File: config.mk
export PLATFORM = sky130hd
export DESIGN_NAME = trghs_port
export DESIGN_NICKNAME = d
export VERILOG_FILES = /design/src/verilog/trghs_pkg.sv /design/src/verilog/trghs_port.sv
export SDC_FILE = /design/constraint.sdc
export NUM_CORES = 1
export LEC_CHECK = 0
export ABC_AREA = 1
export BUFFER_PORTS_ARGS = -buffer_cell sky130_fd_sc_hd__buf_4
export CAP_MARGIN = 20
export CORE_MARGIN = 2
export CORE_UTILIZATION = 40
export DETAILED_ROUTE_END_ITERATION = 16
export GPL_TIMING_DRIVEN = 0
export MAX_ROUTING_LAYER = met4
export PLACE_DENSITY = 0.73
export SETUP_SLACK_MARGIN = 0.1
export SYNTH_ARGS = -nofsm -noshare
export SYNTH_HDL_FRONTEND = slang
export SYNTH_SLANG_ARGS = --single-unit
File: constraint.sdc
create_clock -name clock -period 2.2 [get_ports clock]
set_input_delay 0.22 -clock clock [delete_from_list [all_inputs] [get_ports clock]]
set_output_delay 0.22 -clock clock [all_outputs]
set_load 0.02 [all_outputs]
File: src/verilog/trghs_pkg.sv
package trghs_pkg;
  // ----------------------------------------------------------------
  // Sizes
  // ----------------------------------------------------------------
  localparam int NUM_TRIG = 8;
  localparam int NUM_CHAN = 4;
  localparam int ADDR_W = 8;
  localparam int DATA_W = 32;

  // ----------------------------------------------------------------
  // Register offsets
  // ----------------------------------------------------------------
  localparam logic [7:0] CTRL_OFF = 8'h00;
  localparam logic [7:0] APP_TRIG_OFF = 8'h10;
  localparam logic [7:0] INT_ACK_OFF = 8'h14;
  localparam logic [7:0] STATUS_OFF = 8'h18;
  localparam logic [2:0] IN_MAP_PAGE = 3'h1;
  localparam logic [2:0] OUT_MAP_PAGE = 3'h2;

  // ----------------------------------------------------------------
  // Field positions
  // ----------------------------------------------------------------
  localparam int CTRL_EN_BIT = 0;
  localparam int STAT_TRIG_IN_LSB = 0;
  localparam int STAT_TRIG_OUT_LSB = 8;
  localparam int STAT_CHAN_IN_LSB = 16;

  // ----------------------------------------------------------------
  // Reset values
  // ----------------------------------------------------------------
  localparam logic CTRL_EN_RST = 1'b0;
  localparam logic [NUM_CHAN-1:0] MAP_RST = 4'h0;
  localparam logic [NUM_CHAN-1:0] APP_TRIG_RST = 4'h0;
  localparam logic [DATA_W-1:0] RDATA_RST = 32'h0000_0000;

  // ----------------------------------------------------------------
  // Synchroniser depth
  // ----------------------------------------------------------------
  localparam int SYNC_STAGES = 2;
endpackage : trghs_pkg

File: src/verilog/trghs_port.sv
`timescale 1ns/1ps
// How it works
// Wrapper keeps input events free of glitches
// Wrapper synchronises trigger outputs when subsystem needs
// Synchroniser is two flops on receiving clock
// Synchronised trigger input costs extra latency
// Mapping path itself stays combinational
// Bypasses only asserted when all subsystems synchronous
// Output event held until it is acknowledged
// Processor disables unit before stopping its clock
// Software turns mapping off around clock stop
// Registers map triggers and software triggers onto channels
// Per-input bypass skips the input synchroniser
// Only a high level counts as event
// Wrapper captures fast-domain triggers until acknowledged
// Wrapper synchronises any acknowledge it needs
// Mapped trigger bit ORs straight onto output
// Without handshake bypass, output held until acknowledge
// Output stays high while mapped bit high
// Software ack write held until mapped bit drops
// Acknowledge synchronised unless its bypass is high
// Handshake bypass makes output follow mapped bit
// Held output ignores later drop of acknowledge driver
// Source holds unacknowledged events at least one cycle
// Debug enable low switches all mapping off
// Reset clears synchronisers, holds and ack holders
module trghs_port #(
  parameter int NUM_TRIG = trghs_pkg::NUM_TRIG,
  parameter int NUM_CHAN = trghs_pkg::NUM_CHAN
) (
  // Clock and reset
  input wire logic clock,
  input wire logic rst_b,
  // Debug enable
  input wire logic debug_enable_gate,
  // Trigger inputs
  input wire logic [NUM_TRIG-1:0] trigger_in,
  input wire logic [NUM_TRIG-1:0] trig_in_sync_bypass,
  // Trigger outputs
  output logic [NUM_TRIG-1:0] trigger_out,
  input wire logic [NUM_TRIG-1:0] trigger_out_ack,
  input wire logic [NUM_TRIG-1:0] trig_ack_sync_bypass,
  input wire logic [NUM_TRIG-1:0] trig_out_handshake_bypass,
  // Channel side
  output logic [NUM_CHAN-1:0] channel_out,
  input wire logic [NUM_CHAN-1:0] channel_in,
  // Register port
  input wire logic [trghs_pkg::ADDR_W-1:0] reg_addr,
  input wire logic [trghs_pkg::DATA_W-1:0] reg_wdata,
  input wire logic reg_wr,
  input wire logic reg_rd,
  output logic [trghs_pkg::DATA_W-1:0] reg_rdata
);

  // ----------------------------------------------------------------
  // Synchronisers
  // ----------------------------------------------------------------
  logic [NUM_TRIG-1:0] in_s1_ff;
  logic [NUM_TRIG-1:0] in_s2_ff;
  logic [NUM_TRIG-1:0] ack_s1_ff;
  logic [NUM_TRIG-1:0] ack_s2_ff;
  logic dbg_s1_ff;
  logic dbg_s2_ff;

  always_ff @(posedge clock or negedge rst_b) begin
    if (!rst_b) begin
      in_s1_ff <= '0;
      in_s2_ff <= '0;
      ack_s1_ff <= '0;
      ack_s2_ff <= '0;
      dbg_s1_ff <= 1'b0;
      dbg_s2_ff <= 1'b0;
    end else begin
      in_s1_ff <= trigger_in;
      in_s2_ff <= in_s1_ff;
      ack_s1_ff <= trigger_out_ack;
      ack_s2_ff <= ack_s1_ff;
      dbg_s1_ff <= debug_enable_gate;
      dbg_s2_ff <= dbg_s1_ff;
    end
  end

  // ----------------------------------------------------------------
  // Registers
  // ----------------------------------------------------------------
  logic ctrl_en_ff;
  logic [NUM_CHAN-1:0] app_trig_ff;
  logic [NUM_CHAN-1:0] in_map_ff [NUM_TRIG];
  logic [NUM_CHAN-1:0] out_map_ff [NUM_TRIG];
  logic [NUM_TRIG-1:0] sw_ack_ff;
  logic [NUM_TRIG-1:0] hold_ff;
  logic [trghs_pkg::DATA_W-1:0] rdata_ff;

  wire map_on = ctrl_en_ff & dbg_s2_ff;
  wire [2:0] addr_page = reg_addr[7:5];
  wire [2:0] addr_idx = reg_addr[4:2];
  wire wr_ctrl = reg_wr && (reg_addr == trghs_pkg::CTRL_OFF);
  wire wr_app = reg_wr && (reg_addr == trghs_pkg::APP_TRIG_OFF);
  wire wr_iack = reg_wr && (reg_addr == trghs_pkg::INT_ACK_OFF);
  wire wr_in_map = reg_wr && (addr_page == trghs_pkg::IN_MAP_PAGE) && (reg_addr[1:0] == 2'h0);
  wire wr_out_map = reg_wr && (addr_page == trghs_pkg::OUT_MAP_PAGE) && (reg_addr[1:0] == 2'h0);
  wire [NUM_TRIG-1:0] iack_set = wr_iack ? reg_wdata[NUM_TRIG-1:0] : '0;

  always_ff @(posedge clock or negedge rst_b) begin
    if (!rst_b) begin
      ctrl_en_ff <= trghs_pkg::CTRL_EN_RST;
      app_trig_ff <= trghs_pkg::APP_TRIG_RST;
    end else begin
      if (wr_ctrl) begin
        ctrl_en_ff <= reg_wdata[trghs_pkg::CTRL_EN_BIT];
      end
      if (wr_app) begin
        app_trig_ff <= reg_wdata[NUM_CHAN-1:0];
      end
    end
  end

  // ----------------------------------------------------------------
  // Per-trigger mapping and output handshake
  // ----------------------------------------------------------------
  logic [NUM_CHAN-1:0] chan_contrib [NUM_TRIG];
  logic [NUM_TRIG-1:0] trig_eff;
  logic [NUM_TRIG-1:0] mapped_trigger;
  logic [NUM_TRIG-1:0] synced_out_ack;
  logic [NUM_TRIG-1:0] ack_total;
  logic [NUM_TRIG-1:0] nxt_trigger_out;

  genvar gi;
  generate
    for (gi = 0; gi < NUM_TRIG; gi++) begin : g_trig
      wire sel = (addr_idx == 3'(gi));
      assign trig_eff[gi] = trig_in_sync_bypass[gi] ? trigger_in[gi] : in_s2_ff[gi];
      assign chan_contrib[gi] = (trig_eff[gi] == 1'b1) ? in_map_ff[gi] : '0;
      assign mapped_trigger[gi] = map_on & (|(channel_in & out_map_ff[gi]));
      assign synced_out_ack[gi] = trig_ack_sync_bypass[gi] ? trigger_out_ack[gi] : ack_s2_ff[gi];
      assign ack_total[gi] = synced_out_ack[gi] | sw_ack_ff[gi];
      // Hold loop gated by handshake bypass
      assign nxt_trigger_out[gi] = dbg_s2_ff &
        (mapped_trigger[gi] | (hold_ff[gi] & ~ack_total[gi] & ~trig_out_handshake_bypass[gi]));

      always_ff @(posedge clock or negedge rst_b) begin
        if (!rst_b) begin
          in_map_ff[gi] <= trghs_pkg::MAP_RST;
          out_map_ff[gi] <= trghs_pkg::MAP_RST;
          sw_ack_ff[gi] <= 1'b0;
          hold_ff[gi] <= 1'b0;
        end else begin
          if (wr_in_map && sel) begin
            in_map_ff[gi] <= reg_wdata[NUM_CHAN-1:0];
          end
          if (wr_out_map && sel) begin
            out_map_ff[gi] <= reg_wdata[NUM_CHAN-1:0];
          end
          sw_ack_ff[gi] <= iack_set[gi] | (sw_ack_ff[gi] & mapped_trigger[gi]);
          hold_ff[gi] <= nxt_trigger_out[gi] & ~trig_out_handshake_bypass[gi];
        end
      end
    end
  endgenerate

  logic [NUM_CHAN-1:0] chan_or;
  always_comb begin
    chan_or = app_trig_ff;
    for (int i = 0; i < NUM_TRIG; i++) begin
      chan_or = chan_or | chan_contrib[i];
    end
  end

  // Combinational mapping path, debug gated
  assign channel_out = map_on ? chan_or : '0;
  assign trigger_out = nxt_trigger_out;

  // ----------------------------------------------------------------
  // Read port
  // ----------------------------------------------------------------
  logic [trghs_pkg::DATA_W-1:0] status_word;
  always_comb begin
    status_word = '0;
    status_word[trghs_pkg::STAT_TRIG_IN_LSB +: NUM_TRIG] = trig_eff;
    status_word[trghs_pkg::STAT_TRIG_OUT_LSB +: NUM_TRIG] = trigger_out;
    status_word[trghs_pkg::STAT_CHAN_IN_LSB +: NUM_CHAN] = channel_in;
  end

  wire in_map_hit = (addr_page == trghs_pkg::IN_MAP_PAGE) && (reg_addr[1:0] == 2'h0) && (addr_idx < NUM_TRIG);
  wire out_map_hit = (addr_page == trghs_pkg::OUT_MAP_PAGE) && (reg_addr[1:0] == 2'h0) && (addr_idx < NUM_TRIG);
  wire [trghs_pkg::DATA_W-1:0] rd_mux =
    (reg_addr == trghs_pkg::CTRL_OFF) ? {{(trghs_pkg::DATA_W-1){1'b0}}, ctrl_en_ff} :
    (reg_addr == trghs_pkg::APP_TRIG_OFF) ? {{(trghs_pkg::DATA_W-NUM_CHAN){1'b0}}, app_trig_ff} :
    (reg_addr == trghs_pkg::INT_ACK_OFF) ? {{(trghs_pkg::DATA_W-NUM_TRIG){1'b0}}, sw_ack_ff} :
    (reg_addr == trghs_pkg::STATUS_OFF) ? status_word :
    in_map_hit ? {{(trghs_pkg::DATA_W-NUM_CHAN){1'b0}}, in_map_ff[addr_idx]} :
    out_map_hit ? {{(trghs_pkg::DATA_W-NUM_CHAN){1'b0}}, out_map_ff[addr_idx]} :
    trghs_pkg::RDATA_RST;

  always_ff @(posedge clock or negedge rst_b) begin
    if (!rst_b) begin
      rdata_ff <= trghs_pkg::RDATA_RST;
    end else begin
      rdata_ff <= reg_rd ? rd_mux : trghs_pkg::RDATA_RST;
    end
  end
  assign reg_rdata = rdata_ff;
endmodule : trghs_port

==> results by group <==
Worst setup path
  • Worst EP arrival: 1.84 ns
  • Reg2Reg Setup Slack: 0.71 ns
  • Critical Path RT: 1.98 ns
  • Setup crit start kind: input pin
  • Critical path type: in2out
  • FF-to-FF End: reg_rdata[8]
  • Crit. End Element: output pin
  • Worst R2R Start: out_map_ff[29]
  • Worst reg2reg path depth: 5
  • Crit path max fanout: 5

Yosys
  • Top cells by area, synth: dfrtp_1, nand2_1, o21ai_0, inv_1, o21ai_1
  • Synth top area share: 55.4%
  • Cell Area, Synth: 6280 µm²
  • Most instantiated library cell after synthesis: nand2_1
  • Yosys warning total: 0
  • Synth Flop Type: dfrtp_1
  • Syn Area/Cell: 8.98 µm²
  • Commonest cells post-synth: nand2_1, dfrtp_1, inv_1, o21ai_0, nor2_1
  • Yosys reg bits: 139
  • Synth unique cells: 37
  • Largest area contributor in the netlist: dfrtp_1
  • Async S/R FF share, synth: 100%
  • Number of synthesized flops with an enable pin: 0
  • Post-Synthesis Cells: 699
  • Post-synthesis sequential area ratio: 55.4%

Detailed routing
  • Routed wire per std cell: 16.5 µm
  • ANT nets after route: 0
  • # DRC: 0
  • Initial DRC Count: 386
  • First-pass iteration count of the detailed router: 5
  • Drt total wl: 17700 µm
  • Vias post-DR: 5404
  • Via density: 5.04

Clock tree
  • Clk buf depth: 2
  • Clock Sinks: 139
  • Num CTS Buffers: 17
  • H-tree levels: 4
  • Clock transition at path regs: 0.07 ns
  • CTS tree: done
  • CTS Root Cell: clkbuf_16
  • Clk_lat worst skew: 0.43 ns

Floorplanning
  • Starting Density: 41.1%
  • Die height: 129 µm
  • Core area: 15300 µm²
  • Num rows: 45
  • Ports: 133
  • Die width: 129 µm
  • DIE AREA: 16700 µm²

Global routing
  • Total gr overflow: 0
  • Initial antenna violation count: 0
  • M2 GR Usage: 34.9%
  • GR Util met3: 6.28%
  • Overall routing resource usage: 22.8%
  • Grt peak-use layer: met2
  • GR Layer Usage met1: 29.3%
  • First-pass GRT wire length: 27700 µm
  • Largest net degree at the start of global routing: 78
  • Vias in the first global route: 5252

Power
  • Power density over the cells: 733 nW/µm²
  • Standby leakage power: 4.00 nW
  • Peak VDD IR: 565 µV

STA
  • Slew of the pin with the lowest slew margin: 0.672 ns
  • Relative slew margins: 55.2%
  • Final Skew: 0.00797 ns
  • Hold slack: 0.0305 ns
  • Peak Freq: 484 MHz
  • Hold Violations, Final: 0
  • RSZ-0062 raised after global routing: true
  • Setup TNS: 0 ns
  • Pins over their slew limit: 0
  • Tcrit/Tclk final: 93.8%
  • Post-layout min period: 2.06 ns
  • Final WS setup: 0.135 ns
  • Finish-stage setup viols: 0

Final layout
  • Final core utilization: 53.8%
  • NumNets Final: 937
  • Final Instance Count excl. Fillers: 1072
  • Share of layout cells above drive strength 1: 24.3%
  • Ant diodes: 0
  • Filler instances: 1369
  • P&R area growth vs syn: 30.8%

Placed design
  • Buffers on Ports: 90
  • Detailed Place HPWL: 12500 µm
  • Final RePlAce weighted congestion: 0.887
  • DP Worst Slack: 0.225 ns
  • Inst Count DP: 1012

Min path
  • WHS Endpoint: sw_ack_ff[7]
  • Hold path depth: 3
  • Hold_sp: reg_wdata[7]
  • Hold Path Class: in2reg

Run
  • Max-Cap Viols: 0

Outcome
  • Status: complete, no violations
-- repair_timing --
item,in CTS,in global routing
pin swaps,0,0
setup endpoints to repair,12,10
hold buffers,26,0
gates cloned,0,0
gates resized for setup,23,13
buffers inserted,1,1
endpoints found under the hold margin,87,0
-- critical path: stages --
cell	delay [ns]
dlygate4sd3_1	0.54
buf_4	0.14
inv_1	0.04
nand2_1	0.03
o21ai_0	0.06
inv_1	0.13
a221oi_1	0.35
a21oi_1	0.15
buf_4	0.18
-- layer usage --
metal  share of wire (%)  vias to the layer above
li1                    -                     2589
met4                 1.8                        0
met2                  47                      225
met3                 7.8                       30
met5                   0                        -
met1                  44                     2560
-- metrics by stage --
step                      power [mW]  area (µm²)
after detailed placement        3.30        7290
after CTS                       6.04        8140
final                           6.02        8210
after floorplan                 3.03        6320
after global placement          3.28        7260
after global routing            6.25        8210
-- flip-flops by register name, indices dropped and copies added (netlist names) --
signal,flops
ack_s1_ff,8
ack_s2_ff,8
app_trig_ff,4
ctrl_en_ff,1
dbg_s1_ff,1
dbg_s2_ff,1
hold_ff,8
in_map_ff,32
in_s1_ff,8
in_s2_ff,8
out_map_ff,32
reg_rdata,20
sw_ack_ff,8
-- final cells by class --
class	count	area, µm²	area share (%)
clock buffers	17	425	5.18
inverters	85	319	3.89
repair buffers	119	982	12.0
plain buffers	26	156	1.91
multi-input cells	460	2450	29.9
flip-flops and latches	139	3480	42.4
well taps	211	264	3.22
clock inverters	15	129	1.57
-- worst max path at each step --
stage,slack (ns),cells past startpoint,endpoint,startpoint
2_1_floorplan,0.75,6,channel_out[1],in_s2_ff[3]
3_3_place_gp,0.26,6,trigger_out[5],channel_in[2]
3_5_place_dp,0.23,6,trigger_out[5],channel_in[2]
4_1_cts,0.10,5,trigger_out[0],out_map_ff[29]
5_1_grt,0.02,5,trigger_out[5],out_map_ff[10]
6_report,0.14,9,channel_out[2],trigger_in[0]
-- layout by cell type (no fill, tap or decap), types with 2 or more instances in the layout --
cell type | netlist | final
nand2_1 | 161 | 160
dfrtp_1 | 139 | 138
buf_4 | 14 | 105
inv_1 | 76 | 74
o21ai_0 | 70 | 58
o21ai_1 | 37 | 41
nor2_1 | 38 | 38
a21oi_1 | 26 | 26
dlygate4sd3_1 | 0 | 26
nand3_1 | 20 | 20
clkbuf_16 | 0 | 17
a22o_1 | 12 | 12
conb_1 | 1 | 12
inv_2 | 9 | 11
mux2_2 | 8 | 8
nor4_1 | 8 | 8
o22ai_1 | 8 | 8
nand2_4 | 8 | 8
clkbuf_1 | 7 | 7
a21boi_2 | 0 | 7
o21ai_2 | 0 | 7
nand4_1 | 7 | 7
buf_2 | 5 | 5
nor2_4 | 4 | 4
nand2_2 | 3 | 4
nor3_2 | 1 | 4
a22oi_1 | 4 | 4
inv_8 | 0 | 4
inv_6 | 0 | 4
or2_2 | 3 | 3
a31oi_1 | 3 | 3
clkinv_2 | 0 | 3
clkinv_4 | 0 | 3
nor2_2 | 2 | 2
nor3_1 | 5 | 2
o2111ai_1 | 2 | 2
o221ai_1 | 2 | 2
-- cells by family after synthesis --
logic type / Yosys count / synth area share [%]
other: 1 / 0.0598
buffers and inverters: 111 / 7.58
AOI/OAI and AO/OA: 176 / 15.9
DFF: 139 / 55.4
muxes: 8 / 1.44
and+or+nand+nor: 264 / 19.6
-- report_power, final --
group / total [mW] / switching, mW / leakage, nW / internal [mW]
combinational: 0.605 / 0.361 / 1.88 / 0.244
sequential: 2.72 / 0.0641 / 1.85 / 2.65
clock: 2.70 / 1.22 / 0.276 / 1.48
Note: power is estimated with default switching activity, not from simulation.
